<file path="src/hdl/blit_pkg.sv">
// Constants, field layouts and carrier types for the queued blit parameter bank.
// Assumes a 32-bit APB host bus and a byte-wide display-memory data path.
package blit_pkg;
  // ----------------------------------------------------------------------
  // Register indices (byte address is four times the index)
  // ----------------------------------------------------------------------
  localparam logic [7:0] IDX_PIXEL_DEPTH = 8'h8E;
  localparam logic [7:0] IDX_DIRECTION = 8'h8F;
  localparam logic [7:0] IDX_X_COUNT = 8'h98;
  localparam logic [7:0] IDX_Y_COUNT = 8'h9A;
  localparam logic [7:0] IDX_ROUTING = 8'h9C;
  localparam logic [7:0] IDX_BG_ROP = 8'h9E;
  localparam logic [7:0] IDX_FG_ROP = 8'h9F;
  localparam logic [7:0] IDX_DEST_ADDR = 8'hA0;
  localparam logic [7:0] IDX_MIX_ADDR = 8'hA4;
  localparam logic [7:0] IDX_MIX_STRIDE = 8'hA8;
  localparam logic [7:0] IDX_ERROR_INIT = 8'hAA;
  localparam logic [7:0] IDX_MINOR = 8'hAC;
  localparam logic [7:0] IDX_MAJOR = 8'hAE;
  localparam logic [7:0] IDX_CONTROL = 8'hB0;
  localparam logic [7:0] IDX_STATUS = 8'hB1;
  // ----------------------------------------------------------------------
  // Field positions
  // ----------------------------------------------------------------------
  localparam int ROUTE_INVAL_DIS_BIT = 7;
  localparam int ROUTE_RESULT_BIT = 6;
  localparam int ROUTE_XP_BIT = 4;
  localparam int ROUTE_MIXEN_BIT = 3;
  localparam int DIR_OPCODE_BIT = 7;
  localparam int DIR_ERROR_LOAD_FROM_QUEUE_BIT = 5;
  localparam int DEPTH_LSB = 4;
  localparam int CTRL_START_BIT = 0;
  localparam int STAT_BUSY_BIT = 0;
  localparam int STAT_ERR_LSB = 16;
  // ----------------------------------------------------------------------
  // Encodings and reset values
  // ----------------------------------------------------------------------
  localparam logic [1:0] CPU_UNUSED = 2'h0;
  localparam logic [1:0] CPU_SOURCE = 2'h1;
  localparam logic [1:0] CPU_MIX = 2'h2;
  localparam logic [1:0] DEPTH_3BYTE = 2'h2;
  localparam logic [7:0] ROP_NOOP = 8'hAA;
  localparam logic [2:0] BLIT_STEP_4 = 3'h4;
  localparam logic [2:0] BLIT_STEP_3 = 3'h3;
  localparam logic [31:0] REG_RESET = 32'h0000_0000;
  typedef enum logic [1:0] {
    ST_IDLE = 2'b00,
    ST_RUN = 2'b01,
    ST_DONE = 2'b10
  } eng_state_t;
  // Queued parameter set, captured as one unit at start
  typedef struct packed {
    logic [1:0] pixel_depth;
    logic graphics_opcode;
    logic error_load_from_queue;
    logic [11:0] x_count;
    logic [11:0] y_count;
    logic cache_keep;
    logic result_route_select;
    logic transparency_enable;
    logic mix_map_enable;
    logic [1:0] cpu_data_route;
    logic [7:0] background_rop;
    logic [7:0] foreground_rop;
    logic [21:0] dest_addr;
    logic [24:0] mix_addr;
    logic [11:0] mix_stride;
    logic [15:0] error_term;
    logic [11:0] minor_delta;
    logic [11:0] major_delta;
  } blit_params_t;
  // Per-byte operands fed in by the memory side
  typedef struct packed {
    logic [7:0] src;
    logic [7:0] pat;
    logic [7:0] dst;
    logic [7:0] cpu;
    logic cpu_mix;
    logic mem_mix;
  } byte_in_t;
endpackage

</file>
<file path="src/hdl/mix_route_decode.sv">
// Decodes CPU routing and mix-map enable into mix source selection.
// Assumes purely combinational use inside the engine's per-byte cycle.
`timescale 1ns/100ps
module mix_route_decode
  import blit_pkg::*;
(
  input wire logic [1:0] cpu_data_route_i, // Routing code
  input wire logic mix_map_enable_i, // Mix map participates
  input wire logic cpu_mix_i, // Mix bit from CPU data
  input wire logic mem_mix_i, // Mix bit from display memory
  output logic mix_bit_o, // Chosen mix bit
  output logic mem_fetch_o, // Fetch mix from memory
  output logic src_from_cpu_o // CPU byte is source
);
  // Reserved code falls through as unused, so nothing else is disturbed
  always_comb begin
    mix_bit_o = 1'b1;
    mem_fetch_o = 1'b0;
    src_from_cpu_o = 1'b0;
    case (cpu_data_route_i)
      CPU_SOURCE: src_from_cpu_o = 1'b1;
      CPU_MIX: mix_bit_o = cpu_mix_i;
      default: src_from_cpu_o = 1'b0;
    endcase
    if (cpu_data_route_i != CPU_MIX && mix_map_enable_i) begin
      mem_fetch_o = 1'b1;
      mix_bit_o = mem_mix_i;
    end
  end
endmodule

</file>
<file path="src/hdl/rop_byte_unit.sv">
// Applies background or foreground raster operation to one byte.
// Assumes operands are stable during the cycle; fully combinational.
`timescale 1ns/100ps
module rop_byte_unit
  import blit_pkg::*;
(
  input wire logic [7:0] src_i, // Source byte
  input wire logic [7:0] pat_i, // Pattern byte
  input wire logic [7:0] dst_i, // Destination byte
  input wire logic [7:0] bg_rop_i, // Background operation
  input wire logic [7:0] fg_rop_i, // Foreground operation
  input wire logic mix_i, // Mix bit for this byte
  input wire logic xp_en_i, // Transparency enable
  output logic [7:0] result_o, // Combined byte
  output logic byte_we_o, // Destination byte may change
  output logic dst_needed_o // Destination must be read
);
  logic [7:0] rop;
  logic fg_no_dst;
  logic xp_active;
  // Each result bit indexes the code with pattern, source, destination
  always_comb begin
    rop = mix_i ? fg_rop_i : bg_rop_i;
    for (int i = 0; i < 8; i++) begin
      result_o[i] = rop[{pat_i[i], src_i[i], dst_i[i]}];
    end
  end
  // Foreground ignores destination when odd and even code bits pair up
  always_comb begin
    fg_no_dst = ((fg_rop_i >> 1) & 8'h55) == (fg_rop_i & 8'h55);
    xp_active = xp_en_i && bg_rop_i == ROP_NOOP && fg_no_dst;
    byte_we_o = !(xp_active && !mix_i);
    dst_needed_o = !xp_active;
  end
endmodule

</file>
<file path="src/hdl/blit_line_accel_params.sv">
// Queued blit/line parameter registers with APB access and a byte engine.
// Assumes APB master per AMBA rules; memory side supplies operands each cycle.
`timescale 1ns/100ps
// Behaviour
// - Twelve-bit Y count runs count plus one lines
// - Bit 7 set keeps cache; clear invalidates
// - Bit 6 routes results to host, else memory
// - Transparency masks bytes, skips destination reads
// - Mix enable fetches mix from memory address
// - Mix disabled means mix one; CPU overrides
// - CPU route codes: unused, source, mix, reserved
// - Mix bit selects background or foreground operation
// - Mix address is a bit address
// - Line advance adds stride plus one bits
// - Line error starts from register or major
// - Block transfers ignore the error register
// - Routing register is queued, not immediate
// - Depth code gives bytes; blit step four/three
// - Opcode zero blit, one line draw
module blit_line_accel_params
  import blit_pkg::*;
(
  input wire logic core_clk_i, // System clock, 50 MHz
  input wire logic rst_i, // Synchronous reset, active high
  input wire logic psel_i, // APB select
  input wire logic penable_i, // APB access phase
  input wire logic pwrite_i, // APB write
  input wire logic [11:0] paddr_i, // APB byte address
  input wire logic [31:0] pwdata_i, // APB write data
  input wire logic [3:0] pstrb_i, // APB byte strobes
  output logic [31:0] prdata_o, // APB read data
  output logic pready_o, // APB ready
  output logic pslverr_o, // APB error on unmapped address
  input wire byte_in_t byte_i, // Operands for the current byte
  output logic [21:0] dest_addr_o, // Destination byte address
  output logic [24:0] mix_addr_o, // Mix bit address
  output logic mix_fetch_o, // Mix bit read from memory
  output logic dst_read_o, // Destination read needed
  output logic [7:0] result_o, // Result byte
  output logic mem_we_o, // Write result to display memory
  output logic host_valid_o, // Result byte for host CPU
  output logic cache_inval_o, // One-cycle cache invalidate
  output logic [2:0] step_bytes_o, // Bytes per engine step
  output logic [15:0] error_term_o, // Live line error term
  output logic busy_o // Operation in progress
);
  // ----------------------------------------------------------------------
  // Register front: APB slave
  // ----------------------------------------------------------------------
  blit_params_t shadow;
  blit_params_t active;
  logic [7:0] idx;
  logic setup;
  logic access;
  logic hit;
  logic [31:0] wmask;
  logic [31:0] next_prdata;
  logic start_req;
  eng_state_t state;

  assign idx = paddr_i[9:2];
  assign setup = psel_i && !penable_i;
  assign access = psel_i && penable_i && pready_o;
  assign wmask = {{8{pstrb_i[3]}}, {8{pstrb_i[2]}}, {8{pstrb_i[1]}}, {8{pstrb_i[0]}}};

  // Address decode shared by read mux and error response
  always_comb begin
    hit = 1'b1;
    next_prdata = REG_RESET;
    case (idx)
      IDX_PIXEL_DEPTH: next_prdata[DEPTH_LSB +: 2] = shadow.pixel_depth;
      IDX_DIRECTION: begin
        next_prdata[DIR_OPCODE_BIT] = shadow.graphics_opcode;
        next_prdata[DIR_ERROR_LOAD_FROM_QUEUE_BIT] = shadow.error_load_from_queue;
      end
      IDX_X_COUNT: next_prdata[11:0] = shadow.x_count;
      IDX_Y_COUNT: next_prdata[11:0] = shadow.y_count;
      IDX_ROUTING: begin
        next_prdata[ROUTE_INVAL_DIS_BIT] = shadow.cache_keep;
        next_prdata[ROUTE_RESULT_BIT] = shadow.result_route_select;
        next_prdata[ROUTE_XP_BIT] = shadow.transparency_enable;
        next_prdata[ROUTE_MIXEN_BIT] = shadow.mix_map_enable;
        next_prdata[1:0] = shadow.cpu_data_route;
      end
      IDX_BG_ROP: next_prdata[7:0] = shadow.background_rop;
      IDX_FG_ROP: next_prdata[7:0] = shadow.foreground_rop;
      IDX_DEST_ADDR: next_prdata[21:0] = shadow.dest_addr;
      IDX_MIX_ADDR: next_prdata[24:0] = shadow.mix_addr;
      IDX_MIX_STRIDE: next_prdata[11:0] = shadow.mix_stride;
      IDX_ERROR_INIT: next_prdata[15:0] = shadow.error_term;
      IDX_MINOR: next_prdata[11:0] = shadow.minor_delta;
      IDX_MAJOR: next_prdata[11:0] = shadow.major_delta;
      IDX_CONTROL: next_prdata = REG_RESET;
      IDX_STATUS: begin
        next_prdata[STAT_BUSY_BIT] = busy_o;
        next_prdata[STAT_ERR_LSB +: 16] = error_term_o;
      end
      default: hit = 1'b0;
    endcase
  end

  // Zero-wait answer: ready rises in the first access cycle, registered
  always_ff @(posedge core_clk_i) begin
    if (rst_i) begin
      pready_o <= 1'b0;
      pslverr_o <= 1'b0;
      prdata_o <= REG_RESET;
    end else begin
      pready_o <= setup;
      pslverr_o <= setup && !hit;
      if (setup && !pwrite_i) begin
        prdata_o <= next_prdata;
      end
    end
  end

  // Writes land in the queue stage only; the engine never sees them live
  always_ff @(posedge core_clk_i) begin
    if (rst_i) begin
      shadow <= '0;
    end else if (access && pwrite_i) begin
      case (idx)
        IDX_PIXEL_DEPTH: if (pstrb_i[0]) shadow.pixel_depth <= pwdata_i[DEPTH_LSB +: 2];
        IDX_DIRECTION: if (pstrb_i[0]) begin
          shadow.graphics_opcode <= pwdata_i[DIR_OPCODE_BIT];
          shadow.error_load_from_queue <= pwdata_i[DIR_ERROR_LOAD_FROM_QUEUE_BIT];
        end
        IDX_X_COUNT: shadow.x_count <= (shadow.x_count & ~wmask[11:0]) | (pwdata_i[11:0] & wmask[11:0]);
        IDX_Y_COUNT: shadow.y_count <= (shadow.y_count & ~wmask[11:0]) | (pwdata_i[11:0] & wmask[11:0]);
        IDX_ROUTING: if (pstrb_i[0]) begin
          shadow.cache_keep <= pwdata_i[ROUTE_INVAL_DIS_BIT];
          shadow.result_route_select <= pwdata_i[ROUTE_RESULT_BIT];
          shadow.transparency_enable <= pwdata_i[ROUTE_XP_BIT];
          shadow.mix_map_enable <= pwdata_i[ROUTE_MIXEN_BIT];
          shadow.cpu_data_route <= pwdata_i[1:0];
        end
        IDX_BG_ROP: if (pstrb_i[0]) shadow.background_rop <= pwdata_i[7:0];
        IDX_FG_ROP: if (pstrb_i[0]) shadow.foreground_rop <= pwdata_i[7:0];
        IDX_DEST_ADDR: shadow.dest_addr <= (shadow.dest_addr & ~wmask[21:0]) | (pwdata_i[21:0] & wmask[21:0]);
        IDX_MIX_ADDR: shadow.mix_addr <= (shadow.mix_addr & ~wmask[24:0]) | (pwdata_i[24:0] & wmask[24:0]);
        IDX_MIX_STRIDE: shadow.mix_stride <= (shadow.mix_stride & ~wmask[11:0]) | (pwdata_i[11:0] & wmask[11:0]);
        IDX_ERROR_INIT: shadow.error_term <= (shadow.error_term & ~wmask[15:0]) | (pwdata_i[15:0] & wmask[15:0]);
        IDX_MINOR: shadow.minor_delta <= (shadow.minor_delta & ~wmask[11:0]) | (pwdata_i[11:0] & wmask[11:0]);
        IDX_MAJOR: shadow.major_delta <= (shadow.major_delta & ~wmask[11:0]) | (pwdata_i[11:0] & wmask[11:0]);
        default: shadow <= shadow;
      endcase
    end
  end

  // Start is refused while busy; queue writes still land in the meantime
  assign start_req = access && pwrite_i && idx == IDX_CONTROL && pstrb_i[0]
    && pwdata_i[CTRL_START_BIT] && state == ST_IDLE;

  // ----------------------------------------------------------------------
  // Engine: one byte per cycle, line by line
  // ----------------------------------------------------------------------
  logic [12:0] line_len;
  logic [12:0] byte_cnt;
  logic [11:0] line_cnt;
  logic [24:0] mix_line_base;
  logic [16:0] err_sum;
  logic last_byte;
  logic last_line;
  logic mix_bit;
  logic mem_fetch;
  logic src_cpu;
  logic [7:0] rop_out;
  logic byte_we;
  logic dst_needed;

  // Line length is count plus one pixel of bytes, per the count formula
  assign line_len = {1'b0, active.x_count} + {11'h000, active.pixel_depth} + 13'h0001;
  assign last_byte = byte_cnt == line_len - 13'h0001;
  assign last_line = line_cnt == active.y_count;
  assign err_sum = {1'b0, error_term_o} + {5'h00, active.minor_delta};

  mix_route_decode u_mix (
    .cpu_data_route_i(active.cpu_data_route),
    .mix_map_enable_i(active.mix_map_enable),
    .cpu_mix_i(byte_i.cpu_mix),
    .mem_mix_i(byte_i.mem_mix),
    .mix_bit_o(mix_bit),
    .mem_fetch_o(mem_fetch),
    .src_from_cpu_o(src_cpu)
  );

  rop_byte_unit u_rop (
    .src_i(src_cpu ? byte_i.cpu : byte_i.src),
    .pat_i(byte_i.pat),
    .dst_i(byte_i.dst),
    .bg_rop_i(active.background_rop),
    .fg_rop_i(active.foreground_rop),
    .mix_i(mix_bit),
    .xp_en_i(active.transparency_enable),
    .result_o(rop_out),
    .byte_we_o(byte_we),
    .dst_needed_o(dst_needed)
  );

  // Sequencer and queue capture
  always_ff @(posedge core_clk_i) begin
    if (rst_i) begin
      state <= ST_IDLE;
      active <= '0;
      busy_o <= 1'b0;
    end else begin
      case (state)
        ST_IDLE: if (start_req) begin
          active <= shadow;
          state <= ST_RUN;
          busy_o <= 1'b1;
        end
        ST_RUN: if (last_byte && last_line) state <= ST_DONE;
        ST_DONE: begin
          state <= ST_IDLE;
          busy_o <= 1'b0;
        end
        default: state <= ST_IDLE;
      endcase
    end
  end

  // Byte and line counters; mix pointer steps one bit per byte
  always_ff @(posedge core_clk_i) begin
    if (rst_i) begin
      byte_cnt <= 13'h0000;
      line_cnt <= 12'h000;
      dest_addr_o <= 22'h00_0000;
      mix_addr_o <= 25'h000_0000;
      mix_line_base <= 25'h000_0000;
    end else if (state == ST_IDLE && start_req) begin
      byte_cnt <= 13'h0000;
      line_cnt <= 12'h000;
      dest_addr_o <= shadow.dest_addr;
      mix_addr_o <= shadow.mix_addr;
      mix_line_base <= shadow.mix_addr;
    end else if (state == ST_RUN) begin
      dest_addr_o <= dest_addr_o + 22'h00_0001;
      if (last_byte) begin
        byte_cnt <= 13'h0000;
        line_cnt <= line_cnt + 12'h001;
        mix_line_base <= mix_line_base + {13'h0000, active.mix_stride} + 25'h000_0001;
        mix_addr_o <= mix_line_base + {13'h0000, active.mix_stride} + 25'h000_0001;
      end else begin
        byte_cnt <= byte_cnt + 13'h0001;
        mix_addr_o <= mix_addr_o + 25'h000_0001;
      end
    end
  end

  // Error term: seeded at line-draw start, stepped once per line
  always_ff @(posedge core_clk_i) begin
    if (rst_i) begin
      error_term_o <= 16'h0000;
    end else if (state == ST_IDLE && start_req) begin
      if (shadow.graphics_opcode) begin
        error_term_o <= shadow.error_load_from_queue ? shadow.error_term
          : {4'h0, shadow.major_delta};
      end else begin
        error_term_o <= 16'h0000;
      end
    end else if (state == ST_RUN && active.graphics_opcode && last_byte) begin
      if (err_sum >= {5'h00, active.major_delta}) begin
        error_term_o <= 16'(err_sum - {5'h00, active.major_delta});
      end else begin
        error_term_o <= err_sum[15:0];
      end
    end
  end

  // Result routing and per-byte strobes
  always_ff @(posedge core_clk_i) begin
    if (rst_i) begin
      result_o <= 8'h00;
      mem_we_o <= 1'b0;
      host_valid_o <= 1'b0;
      mix_fetch_o <= 1'b0;
      dst_read_o <= 1'b0;
      cache_inval_o <= 1'b0;
      step_bytes_o <= BLIT_STEP_4;
    end else begin
      result_o <= rop_out;
      mem_we_o <= state == ST_RUN && !active.result_route_select && byte_we;
      host_valid_o <= state == ST_RUN && active.result_route_select;
      mix_fetch_o <= state == ST_RUN && mem_fetch;
      dst_read_o <= state == ST_RUN && dst_needed;
      cache_inval_o <= state == ST_DONE && !active.cache_keep;
      if (active.graphics_opcode) begin
        step_bytes_o <= {1'b0, active.pixel_depth} + 3'h1;
      end else begin
        step_bytes_o <= active.pixel_depth == DEPTH_3BYTE ? BLIT_STEP_3 : BLIT_STEP_4;
      end
    end
  end

  // ----------------------------------------------------------------------
  // Checks
  // ----------------------------------------------------------------------
  a_cache_inval: assert property (@(posedge core_clk_i) disable iff (rst_i)
    cache_inval_o |-> $past(state) == ST_DONE && !active.cache_keep)
    else $error("cache invalidate without finish or while kept");
  a_host_route: assert property (@(posedge core_clk_i) disable iff (rst_i)
    $past(state) == ST_RUN && active.result_route_select |-> host_valid_o && !mem_we_o)
    else $error("host routed result reached memory");
  a_mix_fetch: assert property (@(posedge core_clk_i) disable iff (rst_i)
    mix_fetch_o |-> active.mix_map_enable && active.cpu_data_route != CPU_MIX)
    else $error("mix fetch without enable or with cpu mix");
  a_stride_add: assert property (@(posedge core_clk_i) disable iff (rst_i)
    state == ST_RUN && last_byte && !last_line |=>
      mix_addr_o == $past(mix_line_base) + {13'h0000, active.mix_stride} + 25'h000_0001)
    else $error("mix pointer line advance wrong");
  a_err_seed: assert property (@(posedge core_clk_i) disable iff (rst_i)
    start_req && shadow.graphics_opcode && !shadow.error_load_from_queue |=>
      error_term_o == {4'h0, $past(shadow.major_delta)})
    else $error("error term not seeded from major delta");
  a_blit_noerr: assert property (@(posedge core_clk_i) disable iff (rst_i)
    state == ST_RUN && !active.graphics_opcode |-> error_term_o == 16'h0000)
    else $error("blit used the error term");
  a_queue_hold: assert property (@(posedge core_clk_i) disable iff (rst_i)
    state == ST_RUN && $past(state) == ST_RUN |-> $stable(active))
    else $error("active parameters changed mid operation");
  a_line_count: assert property (@(posedge core_clk_i) disable iff (rst_i)
    state == ST_RUN && last_byte && last_line |=> state == ST_DONE ##1 !busy_o)
    else $error("operation did not end after final line");
  a_blit_step: assert property (@(posedge core_clk_i) disable iff (rst_i)
    $past(!active.graphics_opcode && active.pixel_depth == DEPTH_3BYTE) |->
      step_bytes_o == BLIT_STEP_3)
    else $error("blit step wrong for three byte depth");
  a_xp_mask: assert property (@(posedge core_clk_i) disable iff (rst_i)
    state == ST_RUN && active.transparency_enable && active.background_rop == ROP_NOOP
      && ((active.foreground_rop ^ (active.foreground_rop >> 1)) & 8'h55) == 8'h00
      && !mix_bit |=> !mem_we_o && !dst_read_o)
    else $error("transparent byte written or destination read");
  a_mix_fixed: assert property (@(posedge core_clk_i) disable iff (rst_i)
    state == ST_RUN && !active.mix_map_enable && active.cpu_data_route != CPU_MIX |-> mix_bit)
    else $error("mix bit not fixed to one without mix map");
  a_reserved_route: assert property (@(posedge core_clk_i) disable iff (rst_i)
    state == ST_RUN && active.cpu_data_route == 2'h3 |-> !src_cpu
      && mix_bit == (active.mix_map_enable ? byte_i.mem_mix : 1'b1))
    else $error("reserved cpu route not treated as unused");
  a_start_capture: assert property (@(posedge core_clk_i) disable iff (rst_i)
    start_req |=> busy_o && state == ST_RUN && active == $past(shadow))
    else $error("queued parameters not captured at start");
endmodule

</file>
<file path="config.mk">
export PLATFORM = sky130hd
export DESIGN_NAME = blit_line_accel_params
export DESIGN_NICKNAME = d
export VERILOG_FILES = /design/src/hdl/blit_pkg.sv /design/src/hdl/mix_route_decode.sv /design/src/hdl/rop_byte_unit.sv /design/src/hdl/blit_line_accel_params.sv
export SDC_FILE = /design/constraint.sdc
export NUM_CORES = 1
export LEC_CHECK = 0
export ABC_AREA = 1
export BUFFER_PORTS_ARGS = -buffer_cell sky130_fd_sc_hd__buf_4
export CORE_ASPECT_RATIO = 1.25
export CORE_MARGIN = 2
export CORE_UTILIZATION = 40
export DETAILED_ROUTE_END_ITERATION = 10
export GPL_ROUTABILITY_DRIVEN = 0
export GPL_TIMING_DRIVEN = 1
export PLACE_DENSITY = 0.55
export SLEW_MARGIN = 20
export SYNTH_ARGS = -nofsm -noshare
export SYNTH_HDL_FRONTEND = slang
export SYNTH_SLANG_ARGS = --single-unit
</file>
<file path="constraint.sdc">
create_clock -name core_clk_i -period 4.7 [get_ports core_clk_i]
set_input_delay 0.47 -clock core_clk_i [delete_from_list [all_inputs] [get_ports core_clk_i]]
set_output_delay 0.47 -clock core_clk_i [all_outputs]
set_load 0.005 [all_outputs]
</file>
==> run metrics <==
Max Buffers Root-to-Sink=3; Tightest Pin Transition=1.028 ns; most frequent cells in the layout=nand2_1, inv_1, dfxtp_1, a21oi_1, o21ai_0; Crit. End Element=flop; CTS Buf Count=44; Remaining DRCs=0; worst skew pair latency=approximately 0.59 ns; # clock sinks=400; outcome=finished clean; clock-pin transition on the worst setup and hold timing paths=around 0.070 ns; Rel. slew slack=between 30 and 40%; most common cell after layout, fill and taps aside=nand2_1; initial antenna violation count=0; Reg area=8008 um^2; Avg Vias per Cell=5.375; largest net degree at the start of global routing=66; number of global-route vias before repair=approximately 20000; Tot GR Track Use=26.51%; Max Cap Viol=0; startpoint type of the worst setup path=flop; CTS hold repair buffers=0; CTS tree=done; Ys Warns=0; DRT Pass-1 Iters=6; n_diodes=0; worst-path fanout max=15; largest cells by area after synthesis=dfxtp_1, nand2_1, inv_1; die area=54200 um^2; Post-Syn Area=about 21000 um^2; Final Slew Violations=0; Avg Inst Size Synth=around 6.9 um^2; cell taking the most area after synthesis=dfxtp_1; hold violation count in the final report=0; routed vias=20768; Final Total Pwr=7213 uW; setup TNS=0 ns; DIE HEIGHT=~260 um; ys flop type=dfxtp_1; CTS root buffer=clkbuf_16; post-DR wirelength/cell=~19 um; fin crit period=roughly 3.7 ns; Post-CTS Setup Inserts=0; PortBufs=about 190; Die W=~210 um; drt total wl=about 73 mm; Site Rows=slightly above 90; Ports=between 200 and 250; number of synthesized flops with an enable pin=0; Data arrival, critical path=approximately 4.2 ns; Nets=around 3300; initial core utilization=between 40% and 50%; Core Region=a little over 50000 um^2; maximum vdd drop=roughly 0.24 mV; Antenna Nets Post-Route=0; initial drt markers=1730; power density cells=297.8 nW/um^2; Post-Syn Instances=3045; Setup CP Type=flop to flop; Seq cells post-synth=400; Synth top area share=38.24%; post-CTS resize count=0; syn_nets=3179; RSZ-0062 raised after global routing=no; leakage power=0.009876 uW; post-synthesis sequential area ratio=about two fifths; Netlist cell types=52; share of layout cells above drive strength 1=between 10 and 15%; Period Utilization, post-route=79.54%; Final HPWL DP=roughly 54 mm; Layout area overhead=15.69%; htree depth=2; Final Skew=roughly 0.022 ns; WP data required=a little over 5 ns; f_max=around 270 MHz; first-pass GRT wire length=between 100 and 150 mm; worst min path class=primary input to flop; fill count=~5300; Final Setup Violations=0; GRT overflow=0; Multi-input gate area=about 11000 um^2; asr flop ratio synth=0%
cell families after synthesis:
family | synth area share [%]
flip-flops | 38.24
adder cells (fa/ha/maj) | 2.952
XOR/XNOR | 3.681
AO/OA/AOI/OAI | 20.52
buffers and inverters | 10.39
AND/OR/NAND/NOR | 24.21
through the flow:
stage | cell area (um^2) | setup WS [ns] | util (%) | hold WS [ns] | cells
2_1_floorplan | 20940 | 1.509 | - | 0.3996 | 3045
3_3_place_gp | 22760 | 1.052 | 44.05 | 0.4511 | 3784
3_5_place_dp | 22760 | 0.9960 | 44.05 | 0.4529 | 3784
4_1_cts | 24220 | 0.9738 | 46.89 | 0.1081 | 3864
5_1_grt | 24220 | 0.5660 | 46.89 | 0.1264 | 3864
6_report | 24220 | 0.9615 | 46.89 | 0.1331 | 3864
worst max-delay path, cell delays in order (launching register included):
cell and delay, ns:
dfxtp_1 0.32, ha_1 0.25, fa_1 0.46, nand3_1 0.11
nand3_2 0.10, a21oi_1 0.21, o21ai_0 0.13, xor2_1 0.27
inv_1 0.08, ha_1 0.32, inv_1 0.11, o21ai_0 0.09
nor2_1 0.11, nand3_1 0.13, nand2_1 0.11, nand3_1 0.16
nor2_4 0.14, nand2_2 0.21, nand2_1 0.14, nor2_1 0.04
nor2_1 0.11, nor2_1 0.05
where the power goes:
part / leakage, uW / switching (uW) / internal (uW)
clock network: 0.000723 / 1480 / 2080
logic: 0.00593 / 168 / 86.4
registers: 0.00322 / 5.15 / 3400
worst paths after layout:
| kind | startpoint | end | slack, ns | cells past startpoint |
|---|---|---|---|---|
| setup reg to reg | error_term_o[0]$_SDFFE_PP0P_ | error_term_o[13]$_SDFFE_PP0P_ | 0.96 | 21 |
| hold / removal | byte_i[20] | result_o[2]$_SDFF_PP0_ | 0.13 | 2 |
| hold reg to reg | active[122]$_SDFFE_PP0P_ | active[122]$_SDFFE_PP0P_ | 0.46 | 2 |
| setup / recovery | error_term_o[0]$_SDFFE_PP0P_ | error_term_o[13]$_SDFFE_PP0P_ | 0.96 | 21 |
cells in the mapped netlist (3+ instances only):
cell type and instances:
a31oi_1 28, o21ai_0 244, nand2_2 7, o22ai_1 88, a211oi_1 65, o21bai_1 6
clkbuf_1 90, o21ai_1 8, dfxtp_1 400, o221ai_1 8, nor3_1 39, o211ai_1 34
nand3b_1 4, a221oi_1 6, o211a_1 3, fa_1 4, buf_4 3, clkinv_1 4
xnor2_1 29, a21oi_1 258, nor2_2 6, ha_1 43, inv_1 405, xor2_1 59
buf_2 31, buf_6 6, or2_2 4, buf_1 7, nor3b_1 6, nand3_1 155
nand4_1 30, nand2_1 671, nand3_2 3, nor2_1 243, a21o_1 4, nor4_1 17
inv_2 7
final cells by class:
type	instances	share of cell area, %
multi-input combinational	2091	44.44
sequential	400	33.06
timing repair buffer	211	6.539
inverter	417	6.472
clock buffer	69	5.563
tap	665	3.435
clock inverter	11	0.4907
per-layer routing:
layer / wire length, um / vias to the layer above / part of all wire, % / track usage, %
met5: 0 / - / 0 / 0
met3: 4131 / 119 / 5.6 / 3.430
met1: 31060 / 9703 / 42 / 33.38
li1: - / 10320 / - / -
met2: 35530 / 626 / 49 / 46.40
met4: 2424 / 0 / 3.3 / 9.762
No activity file was read; power rests on OpenSTA's default activity.
